--- config.mk ---
export PLATFORM = sky130hd
export DESIGN_NAME = mdsr_status_regs
export DESIGN_NICKNAME = d
export VERILOG_FILES = /design/src/hdl/mdsr_status_regs.v
export VERILOG_INCLUDE_DIRS = /design/src /design/src/hdl
export SDC_FILE = /design/constraint.sdc
export NUM_CORES = 1
export LEC_CHECK = 0
export BUFFER_PORTS_ARGS = -buffer_cell sky130_fd_sc_hd__buf_2
export CORE_MARGIN = 4
export CORE_UTILIZATION = 43
export DETAILED_ROUTE_END_ITERATION = 6
export GPL_TIMING_DRIVEN = 0
export PLACE_DENSITY = 0.78
export SLEW_MARGIN = 40
export SYNTH_ARGS = -nofsm -noshare
export SYNTH_HDL_FRONTEND = slang
export SYNTH_SLANG_ARGS = --single-unit
--- constraint.sdc ---
create_clock -name i_clk -period 1.2 [get_ports i_clk]
set_input_delay 0.12 -clock i_clk [delete_from_list [all_inputs] [get_ports i_clk]]
set_output_delay 0.12 -clock i_clk [all_outputs]
set_load 0.005 [all_outputs]
--- src/hdl/mdsr_defs.vh ---
`ifndef MDSR_DEFS_VH
`define MDSR_DEFS_VH

// register indices of the status group
`define MDSR_REG_MODEL 16'h0000
`define MDSR_REG_VERSION 16'h0001
`define MDSR_REG_NODE 16'h0002
`define MDSR_REG_MODE 16'h0003
`define MDSR_REG_STATE 16'h0004
`define MDSR_REG_DIR 16'h0005
`define MDSR_REG_ERROR 16'h0006
`define MDSR_REG_MOTION 16'h0007

// drive mode encodings
`define MDSR_MODE_POS_SPEED 16'h0000
`define MDSR_MODE_HOMING 16'h0001
`define MDSR_MODE_TABLE 16'h0002

// motion status bit positions
`define MDSR_BIT_REACHED 0
`define MDSR_BIT_HOMED 1
`define MDSR_BIT_TURNING 2
`define MDSR_BIT_ALARM 3
`define MDSR_BIT_RELEASED 4
`define MDSR_BIT_SAME_POS 5
`define MDSR_RSVD_WIDTH 10

// error code limit
`define MDSR_ERR_MAX 3'h5

// identity values, arbitrary
`define MDSR_MODEL_ID 16'h1a2b
`define MDSR_VERSION_ID 16'h0010

`define MDSR_ZERO16 16'h0000
`define MDSR_ZERO3 3'h0

// zero padding that widens narrow status fields to a full word
`define MDSR_PAD15 15'h0000
`define MDSR_PAD13 13'h0000

`endif

--- src/hdl/mdsr_status_regs.v ---
`timescale 1ns/1ps
`include "mdsr_defs.vh"

// Function
// RULE1: homing-complete terminal asserts once return-to-origin has finished.
// RULE2: motor-running terminal stays active while the motor turns.
// RULE3: in position mode, position-ready terminal asserts at commanded position.
// RULE4: table-mode-running terminal asserts while in multi-position table mode.
// RULE5: three segment output terminals, index 0..2, show multi-position state.
// RULE6: link is async half-duplex RTU, 8 data bits, default 8N1, 30 nodes.
// RULE7: status registers are read-only; bus writes never change them.
// RULE8: index 0x0000 returns a fixed 16-bit model code, high and low byte.
// RULE9: index 0x0002 returns the node number currently answered to.
// RULE10: index 0x0003 reports mode: 0 position/speed, 1 homing, 2 table.
// RULE11: index 0x0005 reports 0 counterclockwise, 1 clockwise.
// RULE12: index 0x0006 holds 0 normally, 1 to 5 for an active error.
// RULE13: motion status bit 0 set when target position reached.
// RULE14: motion status bit 1 set when return-to-origin completed.
// RULE15: motion status bit 2 reflects motor turning.
// RULE16: motion status bit 3 set during alarm.
// RULE17: motion status bit 4 set when motor released.
// RULE18: motion status bit 5 set when current equals commanded position.
// RULE19: motion status bits 6 to 15 read as zero.
module mdsr_status_regs (
  input wire i_clk,
  input wire i_resetn,
  // drive core status
  input wire [15:0] i_node_number,
  input wire i_mode_homing,
  input wire i_mode_table,
  input wire i_turning,
  input wire i_clockwise,
  input wire [2:0] i_error,
  input wire i_alarm,
  input wire i_released,
  input wire i_homing_done,
  input wire i_target_reached,
  input wire i_pos_equal,
  input wire [2:0] i_segment,
  // register access from the frame decoder
  input wire i_rd,
  input wire i_wr,
  input wire [15:0] i_addr,
  input wire [15:0] i_wdata,
  output reg [15:0] o_rdata,
  output reg o_rvalid,
  output reg o_rerr,
  output reg o_wack,
  output reg o_werr,
  // output terminals
  output reg o_homed,
  output reg o_running,
  output reg o_pos_ready,
  output reg o_table_running,
  output reg [2:0] o_segment_outputs
);

////////////////////////////////////////////////////////////////////////////////
// status capture

reg [15:0] node;
reg [15:0] mode;
reg turning;
reg clockwise;
reg [2:0] error;
reg [15:0] motion;
reg [15:0] next_mode;
reg [2:0] next_error;
reg [15:0] next_motion;

// table wins over homing, so a core that flags both is reported in table mode
always @* begin
  // RULE10 mode encode
  if (i_mode_table) begin
    next_mode = `MDSR_MODE_TABLE;
  end else if (i_mode_homing) begin
    next_mode = `MDSR_MODE_HOMING;
  end else begin
    next_mode = `MDSR_MODE_POS_SPEED;
  end
end

always @* begin
  // RULE12 error clamp; an out-of-range code still flags an error
  if (i_error > `MDSR_ERR_MAX) begin
    next_error = `MDSR_ERR_MAX;
  end else begin
    next_error = i_error;
  end
end

// reserved bits are tied low so a later field never reads as stale data
always @* begin
  next_motion = `MDSR_ZERO16;
  // RULE13 reached
  next_motion[`MDSR_BIT_REACHED] = i_target_reached;
  // RULE14 homing complete
  next_motion[`MDSR_BIT_HOMED] = i_homing_done;
  // RULE15 turning bit
  next_motion[`MDSR_BIT_TURNING] = i_turning;
  // RULE16 alarm bit
  next_motion[`MDSR_BIT_ALARM] = i_alarm;
  // RULE17 released bit
  next_motion[`MDSR_BIT_RELEASED] = i_released;
  // RULE18 same position
  next_motion[`MDSR_BIT_SAME_POS] = i_pos_equal;
  // RULE19 reserved bits keep the zero given above
end

// status is sampled every edge; the core drives levels, never pulses
always @(posedge i_clk) begin
  if (!i_resetn) begin
    node <= `MDSR_ZERO16;
  end else begin
    // RULE9 live node
    node <= i_node_number;
  end
end

always @(posedge i_clk) begin
  if (!i_resetn) begin
    mode <= `MDSR_MODE_POS_SPEED;
  end else begin
    // RULE10 mode word
    mode <= next_mode;
  end
end

always @(posedge i_clk) begin
  if (!i_resetn) begin
    turning <= 1'b0;
  end else begin
    // motor state word
    turning <= i_turning;
  end
end

always @(posedge i_clk) begin
  if (!i_resetn) begin
    clockwise <= 1'b0;
  end else begin
    // RULE11 direction
    clockwise <= i_clockwise;
  end
end

always @(posedge i_clk) begin
  if (!i_resetn) begin
    error <= `MDSR_ZERO3;
  end else begin
    // RULE12 error word
    error <= next_error;
  end
end

always @(posedge i_clk) begin
  if (!i_resetn) begin
    motion <= `MDSR_ZERO16;
  end else begin
    // RULE13 motion bits
    motion <= next_motion;
  end
end

////////////////////////////////////////////////////////////////////////////////
// output terminals

// each terminal follows its level one edge later, straight from a flop
reg next_homed;
reg next_running;
reg next_pos_ready;
reg next_table_running;
reg [2:0] next_segment;

always @* begin
  // RULE1 homed terminal
  next_homed = i_homing_done;
end

always @* begin
  // RULE2 running terminal
  next_running = i_turning;
end

always @* begin
  // RULE3 position-ready terminal, only outside homing and table modes
  next_pos_ready = i_target_reached & ~i_mode_homing & ~i_mode_table;
end

always @* begin
  // RULE4 table terminal
  next_table_running = i_mode_table;
end

// segments carry no meaning outside table mode, so they are parked low
always @* begin
  // RULE5 segment terminals
  next_segment = i_mode_table ? i_segment : `MDSR_ZERO3;
end

always @(posedge i_clk) begin
  if (!i_resetn) begin
    o_homed <= 1'b0;
  end else begin
    // RULE1 homed flop
    o_homed <= next_homed;
  end
end

always @(posedge i_clk) begin
  if (!i_resetn) begin
    o_running <= 1'b0;
  end else begin
    // RULE2 running flop
    o_running <= next_running;
  end
end

always @(posedge i_clk) begin
  if (!i_resetn) begin
    o_pos_ready <= 1'b0;
  end else begin
    // RULE3 ready flop
    o_pos_ready <= next_pos_ready;
  end
end

always @(posedge i_clk) begin
  if (!i_resetn) begin
    o_table_running <= 1'b0;
  end else begin
    // RULE4 table flop
    o_table_running <= next_table_running;
  end
end

always @(posedge i_clk) begin
  if (!i_resetn) begin
    o_segment_outputs <= `MDSR_ZERO3;
  end else begin
    // RULE5 segment flops
    o_segment_outputs <= next_segment;
  end
end

////////////////////////////////////////////////////////////////////////////////
// register read and write answer
// RULE6 framing sits in the frame decoder; one request here is one 16-bit word

reg [15:0] state_word;
reg [15:0] dir_word;
reg [15:0] error_word;
reg [15:0] next_rdata;
reg next_hit;
reg next_rerr;

// narrow status fields are zero-extended to a full word
always @* begin
  state_word = {`MDSR_PAD15, turning};
end

always @* begin
  // RULE11 direction word
  dir_word = {`MDSR_PAD15, clockwise};
end

always @* begin
  // RULE12 error word
  error_word = {`MDSR_PAD13, error};
end

always @* begin
  next_hit = 1'b1;
  case (i_addr)
    // RULE8 fixed model
    `MDSR_REG_MODEL: next_rdata = `MDSR_MODEL_ID;
    `MDSR_REG_VERSION: next_rdata = `MDSR_VERSION_ID;
    `MDSR_REG_NODE: next_rdata = node;
    `MDSR_REG_MODE: next_rdata = mode;
    `MDSR_REG_STATE: next_rdata = state_word;
    `MDSR_REG_DIR: next_rdata = dir_word;
    `MDSR_REG_ERROR: next_rdata = error_word;
    `MDSR_REG_MOTION: next_rdata = motion;
    // unmapped index reads as zero
    default: begin
      next_rdata = `MDSR_ZERO16;
      next_hit = 1'b0;
    end
  endcase
end

always @* begin
  next_rerr = i_rd & ~next_hit;
end

// a read sees status captured one edge earlier, so a word never tears
always @(posedge i_clk) begin
  if (!i_resetn) begin
    o_rdata <= `MDSR_ZERO16;
  end else if (i_rd) begin
    o_rdata <= next_rdata;
  end
end

always @(posedge i_clk) begin
  if (!i_resetn) begin
    o_rvalid <= 1'b0;
  end else begin
    // RULE6 one answer per request
    o_rvalid <= i_rd;
  end
end

always @(posedge i_clk) begin
  if (!i_resetn) begin
    o_rerr <= 1'b0;
  end else begin
    // unmapped index flagged
    o_rerr <= next_rerr;
  end
end

// nothing here is writable, so every write is answered and refused
always @(posedge i_clk) begin
  if (!i_resetn) begin
    o_wack <= 1'b0;
  end else begin
    // RULE7 write answered
    o_wack <= i_wr;
  end
end

always @(posedge i_clk) begin
  if (!i_resetn) begin
    o_werr <= 1'b0;
  end else begin
    // RULE7 writes refused; status unchanged, data ignored
    o_werr <= i_wr;
  end
end

endmodule

# Yosys cells after proc, flatten, opt, wreduce, memory -nomap -nowiden
# Cells that the tools add are included.
# totals
regBits	78
output_inout_bits	27
mem_count	0
ramBits	0
latchBits	0
word_cells	42
input_bits	67
romBits	0
# classes
div_mod_pow	0
n_reduce_logical	5
multipliers	0
shift	0
muxes	5
bitwise	7
magnitude_cmp	1
n_addsub	0
n_eq_ne	7
# ops
op	count
case mux 16 bit (8 select lines)	1
== test 16 x 3 -> 1 bit, second input constant	4
== test 16 x 2 -> 1 bit, second input constant	2
== test 16 x 1 -> 1 bit, second input constant	1
zero test 16 bit	1
OR reduction 8 bit	1
inverter 1 bit	4
OR reduction 2 bit	2
bitwise AND 1 bit	3
greater-than comparator 3 bit, second input constant	1
two-way mux 3 bit	1
two-way mux 1 bit	2
two-way mux 2 bit	1
AND reduction 2 bit	1

# Logic depth before layout (Yosys ltp)
# Gate-level depths: netlist (run 1).
# logic_depth
ltp_word	5
depth_mapped	5

# Least setup slack after synthesis (run 1)
# Ideal clock, no wire load.
# synth_path
path_type	input port to flip-flop
startpoint	in i_addr[11]
endpoint	reg o_rdata[10]
path_stages	5
arrival_time_ns	1.002
required_time_ns	1.143
setup_ns	0.057
setup_slack_ns	0.141
cell_sequence	nor4_1 > and4_1 > and4_1 > buf_6 > a22o_2
# synth_via
elab_chain_len	2
elab_cells_between_ends	9
classes_between	7 x eq/ne; 1 x mux; 1 x reduce/logical
# synth_lines
element	line	source
start, declared	mdsr_status_regs.v:43	input wire [15:0] i_addr,
== test 16 x 3 -> 1 bit, or another cell as far along	mdsr_status_regs.v:274	case (i_addr)
case mux 16 bit (8 select lines) (*)	mdsr_status_regs.v:274	
end signal, assigned	mdsr_status_regs.v:299	o_rdata <= `MDSR_ZERO16;
end signal, assigned	mdsr_status_regs.v:301	o_rdata <= next_rdata;
end, declared	mdsr_status_regs.v:45	output reg [15:0] o_rdata,
# Mark *: on every way between the ends. The rest lies on a longest branch, timed or not.
# A chain may end at the register's enable or synchronous reset.

# Worst setup path after layout (run 1)
# layout_path
startpoint	reg motion[1]
endpoint	reg o_rdata[1]
# layout_via
elab_chain_len	1
# layout_lines
element	line	source
start, declared	mdsr_status_regs.v:66	reg [15:0] motion;
start signal, assigned	mdsr_status_regs.v:158	motion <= `MDSR_ZERO16;
start signal, assigned	mdsr_status_regs.v:161	motion <= next_motion;
case mux 16 bit (8 select lines)	mdsr_status_regs.v:274	
# Every way passes these cells.

==> summary.txt, run 1 <==
Cells and area
  • Area Overhead vs Synth: 32.2%
  • Layout cells sized above 1: 41.7%
  • Nets: 307
  • Most frequent cells in the layout: buf_2 (80), dfxtp_1 (51), and2_1 (26)
  • Antenna cell count: 0
  • Most common cell after layout, fill and taps aside: buf_2

Placed design
  • Port Buf Inserts: 77
  • Gpl congestion: 0.758
  • Hpwl dp: 2950 um

Route
  • Drt drc: 0
  • DRT iter0 DRCs: 67
  • Via count: 1,368
  • WL per Instance: 12.6 um
  • Pre-antenna DRT Iters: 4
  • DR vias/cell: 4.75
  • Remaining antenna violation count after routing: 0
  • Detailed Route WL: 3640 um

Synthesis
  • Area contributors post-synth: dfxtp_1 (59%), and2_1 (9.5%), a22o_2 (3.5%)
  • Post-Syn Instances: 154
  • Register area share after synthesis: 59.4%
  • Fraction of registers with async set/reset: 0%
  • Mapped Nets: 221
  • Main synth FF type: dfxtp_1
  • Synthesis warning total: 0
  • Cell variety after synth: 33
  • Number of synthesized register bits: 51
  • Synth Area per Inst: 11.2 um2
  • Number of flops mapped to enable cells by yosys: 0
  • Mapped cell area: 1720 um2
  • Yosys top cell area share: 59.4%
  • Area leader, netlist: dfxtp_1

Run
  • Max cap viols: 0

Clock network
  • CTS tree: yes
  • Clock latency on the worst-skew pair: 0.29 ns
  • Sink Count: 51
  • CTS buffer count: 5
  • Root Buffer: clkbuf_8
  • Clock-pin slew on the worst setup and hold paths: 0.08 ns
  • # H-tree levels: 2
  • Longest Clk Path Bufs: 2

Floorplan
  • Die width: 71.2 um
  • Core Footprint: 3770 um2
  • FP Rows: 22
  • Initial Util: 45.6%
  • Die ar.: 5070 um2
  • I/O Pins: 94
  • Die H: 71.2 um

Timing
  • Peak Freq: 906 MHz
  • Worst-Margin Slew: 0.432 ns
  • Final TNS setup: 0 ns
  • Unrepaired setup endpoints after global routing: false
  • Slew margin rel.: 71.1%
  • Final Hold Fails: 0
  • Tmin final: 1.10 ns
  • Tcrit/Tclk final: 92.0%
  • Final setup viols: 0
  • Clk_skew: 0.00544 ns
  • Hold WS: 0.0231 ns
  • Slew Viols, Final: 0

Global route
  • Total GRT Usage: 14.7%
  • Vias in the first global route: 1,301
  • Antenna violations before repair: 0
  • Grt ovf: 0
  • Largest net degree at the start of global routing: 15
  • Global-route wire length before repair: 5760 um

Hold path
  • Worst min-delay path class: in -> reg

Worst setup path
  • Required time worst endpoint: 1.40 ns
  • Crit end category: flip-flop
  • R2R setup slack: 0.1 ns
  • Crit Path Class: reg -> reg
  • CP max FO: 2
  • Critical Path AT: 1.30 ns
  • Startpoint types: flip-flop

Power and ir drop
  • Pleak: 0.00111 uW
  • Max IR drop VDD: 0.000969 V
  • P per Cell Area: 1300 nW/um2

Outcome
  • Outcome: completed
==> registers in the layout, summed over array words and instances, names as in the netlist <==
signal / cells
clockwise: 1
error: 3
mode: 2
motion: 6
node: 16
o_pos_ready: 1
o_rdata: 16
o_rerr: 1
o_rvalid: 1
o_segment_outputs: 3
o_werr: 1
==> worst paths after layout <==
path | start | cells after the start | endpoint
setup / recovery | motion[1] | 4 | o_rdata[1]
hold reg to reg | node[8] | 1 | o_rdata[8]
setup reg to reg | motion[1] | 4 | o_rdata[1]
hold / removal | i_wr | 2 | o_werr
==> critical path, stage by stage, from the launching register on <==
cell      delay [ns]
dfxtp_1         0.32
mux2_2          0.27
nand3_1         0.09
o311ai_1        0.12
a22o_1          0.21
==> synth_stat cells, types with 4 or more instances <==
library cell / instances
a32o_1: 4
clkbuf_1: 4
a22o_1: 6
a22o_2: 6
dfxtp_1: 51
nand2_1: 5
and2_1: 26
o21ai_0: 6
nand2b_1: 4
==> metal layers <==
metal	global-route usage [%]	routed length, um
met5	0	0
met1	16.6	1440
met4	6.26	69
met3	4.40	298
met2	25.4	1830
==> area by class of cell <==
class | instances | area, um2
Fill cell | 322 | 1500
Sequential cell | 51 | 1020
Multi-Input combinational cell | 92 | 633
Timing Repair Buffer | 79 | 405
Clock buffer | 6 | 82.6
Buffer | 10 | 60.1
Tap cell | 48 | 60.1
Clock inverter | 1 | 5.00
Inverter | 1 | 3.75
==> cells by family after synthesis <==
kind of cell,count (synthesis),synth area share [%]
buf+inv,11,3.71
compound gates,27,12.8
mux,4,2.40
simple gates,61,21.6
flops,51,59.4
==> stage by stage <==
stage | power, uW | std cells | util [%] | area [um2] | setup WS [ns]
after global routing | 3070 | 288 | 60.2 | 2270 | 0.0564
after floorplan | 1910 | 154 | - | 1720 | 0.141
after CTS | 2990 | 288 | 60.2 | 2270 | 0.0352
final | 2950 | 288 | 60.2 | 2270 | 0.0960
after global placement | 2040 | 279 | 57.4 | 2160 | -0.0856
after detailed placement | 2050 | 279 | 57.4 | 2160 | -0.0980
==> what timing repair did <==
item,CTS,global route
setup endpoints to repair,0,1
resized for setup,0,1
setup buffers,0,0
hold buffers,2,0
hold endpoints to repair,2,0
==> power by group <==
part	switching (uW)	internal [uW]
clock	488	452
combinational	111	136
sequential	16.2	1750
total	615	2340
No activity file was read; power rests on OpenSTA's default activity.
==> inputs of run 2 (changes only) <==
--- a/config.mk
+++ b/config.mk
@@ -7,8 +7,10 @@
 export NUM_CORES = 1
 export LEC_CHECK = 0
 export BUFFER_PORTS_ARGS = -buffer_cell sky130_fd_sc_hd__buf_2
+export CELL_PAD_IN_SITES_DETAIL_PLACEMENT = 0
+export CELL_PAD_IN_SITES_GLOBAL_PLACEMENT = 1
 export CORE_MARGIN = 4
-export CORE_UTILIZATION = 43
+export CORE_UTILIZATION = 32
 export DETAILED_ROUTE_END_ITERATION = 6
 export GPL_TIMING_DRIVEN = 0
 export PLACE_DENSITY = 0.78
==> run 2 against run 1 <==
Effect of this change: final cell count up 8.0%; critical endpoint unchanged; register-to-register slack hardly changed; maximum frequency is essentially flat; sequential share of layout area fell by 1.2 points; flip-flop and latch count unchanged; combinational power about the same; critical path type unchanged; final area grew 2.7%; die area is 30% higher.
==> summary.txt, run 2 (same netlist as run 1, synthesis figures left out) <==
Clock network
  • Sink Count: 51
  • Clock-pin slew on the worst setup and hold paths: 0.09 ns
  • CTS tree: yes
  • Post-CTS setup buffer count: 0
  • Clock latency on the worst-skew pair: 0.30 ns
  • # H-tree levels: 2
  • CTS buffer count: 5
  • Root Buffer: clkbuf_8
  • Longest Clk Path Bufs: 2

Route
  • Remaining antenna violation count after routing: 0
  • Detailed Route WL: 3870 um
  • Drt drc: 0
  • Pre-antenna DRT Iters: 4
  • DR vias/cell: 4.29
  • Via count: 1,333
  • WL per Instance: 12.4 um
  • DRT iter0 DRCs: 36

Floorplan
  • Die ar.: 6600 um2
  • Die width: 81.3 um
  • FP Rows: 26
  • I/O Pins: 94
  • Core Footprint: 5140 um2
  • Initial Util: 33.4%
  • Die H: 81.3 um

Placed design
  • Placed cell count: 301
  • Hpwl dp: 2990 um
  • Gpl congestion: 0.680
  • Port Buf Inserts: 77
  • Area post-placement: 2190 um2
  • Dpl ws: -0.126 ns

Global route
  • Antenna violations before repair: 0
  • Total GRT Usage: 12.0%
  • Grt ovf: 0
  • Vias in the first global route: 1,315
  • Largest net degree at the start of global routing: 17
  • Global-route wire length before repair: 5990 um

Worst setup path
  • Startpoint types: flip-flop
  • Critical Path AT: 1.30 ns
  • CP max FO: 2
  • Required time worst endpoint: 1.40 ns
  • WP buf/inv: 0
  • CP max-delay cell: dfxtp_1
  • Crit end category: flip-flop
  • Family with the most delay on the worst path: compound AO/OA/AOI/OAI gates
  • CP peak stage delay: 0.32 ns
  • Cells along the critical path: mux2_2 -> nand3_1 -> o311ai_1 -> a22o_1
  • Crit Path Class: reg -> reg

Cells and area
  • Most common cell after layout, fill and taps aside: buf_2
  • Non-filler instance count after layout: 311
  • Antenna cell count: 0
  • Area Overhead vs Synth: 35.8%
  • Layout cells sized above 1: 41.9%
  • Largest registers in the final layout: node x16, o_rdata x16, motion x6
  • Reg area: 1020 um2
  • Nets: 307
  • # fillers: 530
  • Final instance area: 2330 um2
  • Area of the multi-input gates: 633 um2
  • Most frequent cells in the layout: buf_2 (80), dfxtp_1 (51), and2_1 (26)

Timing
  • Final TNS setup: 0 ns
  • Final Hold Fails: 0
  • Unrepaired setup endpoints after global routing: false
  • Final setup viols: 0
  • Tcrit/Tclk final: 92.1%
  • Peak Freq: 905 MHz
  • Slew margin rel.: 65.5%
  • Tmin final: 1.10 ns
  • Setup ws final: 0.0952 ns
  • Clk_skew: 0.00312 ns
  • Slew Viols, Final: 0
  • Worst-Margin Slew: 0.516 ns

Power and ir drop
  • Design Power: 3250 uW
  • P per Cell Area: 1390 nW/um2
  • Max IR drop VDD: 0.000586 V
  • Pleak: 0.00112 uW

Run
  • Max cap viols: 0

Hold path
  • Worst min-delay path class: in -> reg

Outcome
  • Outcome: completed
[run 2: cell count changes in the layout (fill, tap and decap cells not counted), sizes merged]
cell and change:
bufinv +1, clkinv -1, inv +1
[run 2: final timing paths]
check	startpoint	to	slack (ns)	cells past startpoint
setup / recovery	motion[1]	o_rdata[1]	0.1	4
hold / removal	i_homing_done	motion[1]	0.02	2
setup reg to reg	motion[1]	o_rdata[1]	0.1	4
hold reg to reg	node[6]	o_rdata[6]	0.45	1
[run 2: area by class of cell]
cell class                      count  area share (%)
Sequential cell                    51            43.8
Timing Repair Buffer               79            17.4
Tap cell                           70            3.76
Buffer                             10            2.58
Inverter                            1           0.161
Multi-Input combinational cell     92            27.1
Clock inverter                      2            1.66
Clock buffer                        6            3.54
[run 2: routing by layer]
layer	GRT usage (%)	vias to the layer above	wire (um)
met5	0	-	0
met2	21.3	46	1870
met3	3.44	5	318
met4	4.05	0	44
li1	-	703	-
met1	13.8	579	1630
[run 2: worst reg2reg max path: stages, from the launching register on]
cell and delay [ns]:
dfxtp_1 0.32, mux2_2 0.27, nand3_1 0.09, o311ai_1 0.12, a22o_1 0.21
[run 2: power breakdown]
part / total, uW / internal [uW] / switching, uW
sequential: 1770 / 1750 / 16.0
combinational: 247 / 135 / 111
clock: 1240 / 686 / 554
total: 3250 / 2570 / 681
[run 2: timing repair]
action	4_1_cts	5_1_grt
gates resized for setup	0	1
hold buffers	2	0
endpoints found under the setup margin	0	1
hold endpoints to repair	2	0
[run 2: metrics by stage]
| stage | util, % | hold slack, ns |
|---|---|---|
| 3_3_place_gp | 42.6 | 0.295 |
| 3_5_place_dp | 42.6 | 0.302 |
| 6_report | 45.4 | 0.0205 |
| 5_1_grt | 45.4 | 0.00849 |
| 2_1_floorplan | - | 0.192 |
| 4_1_cts | 45.4 | 0.0115 |
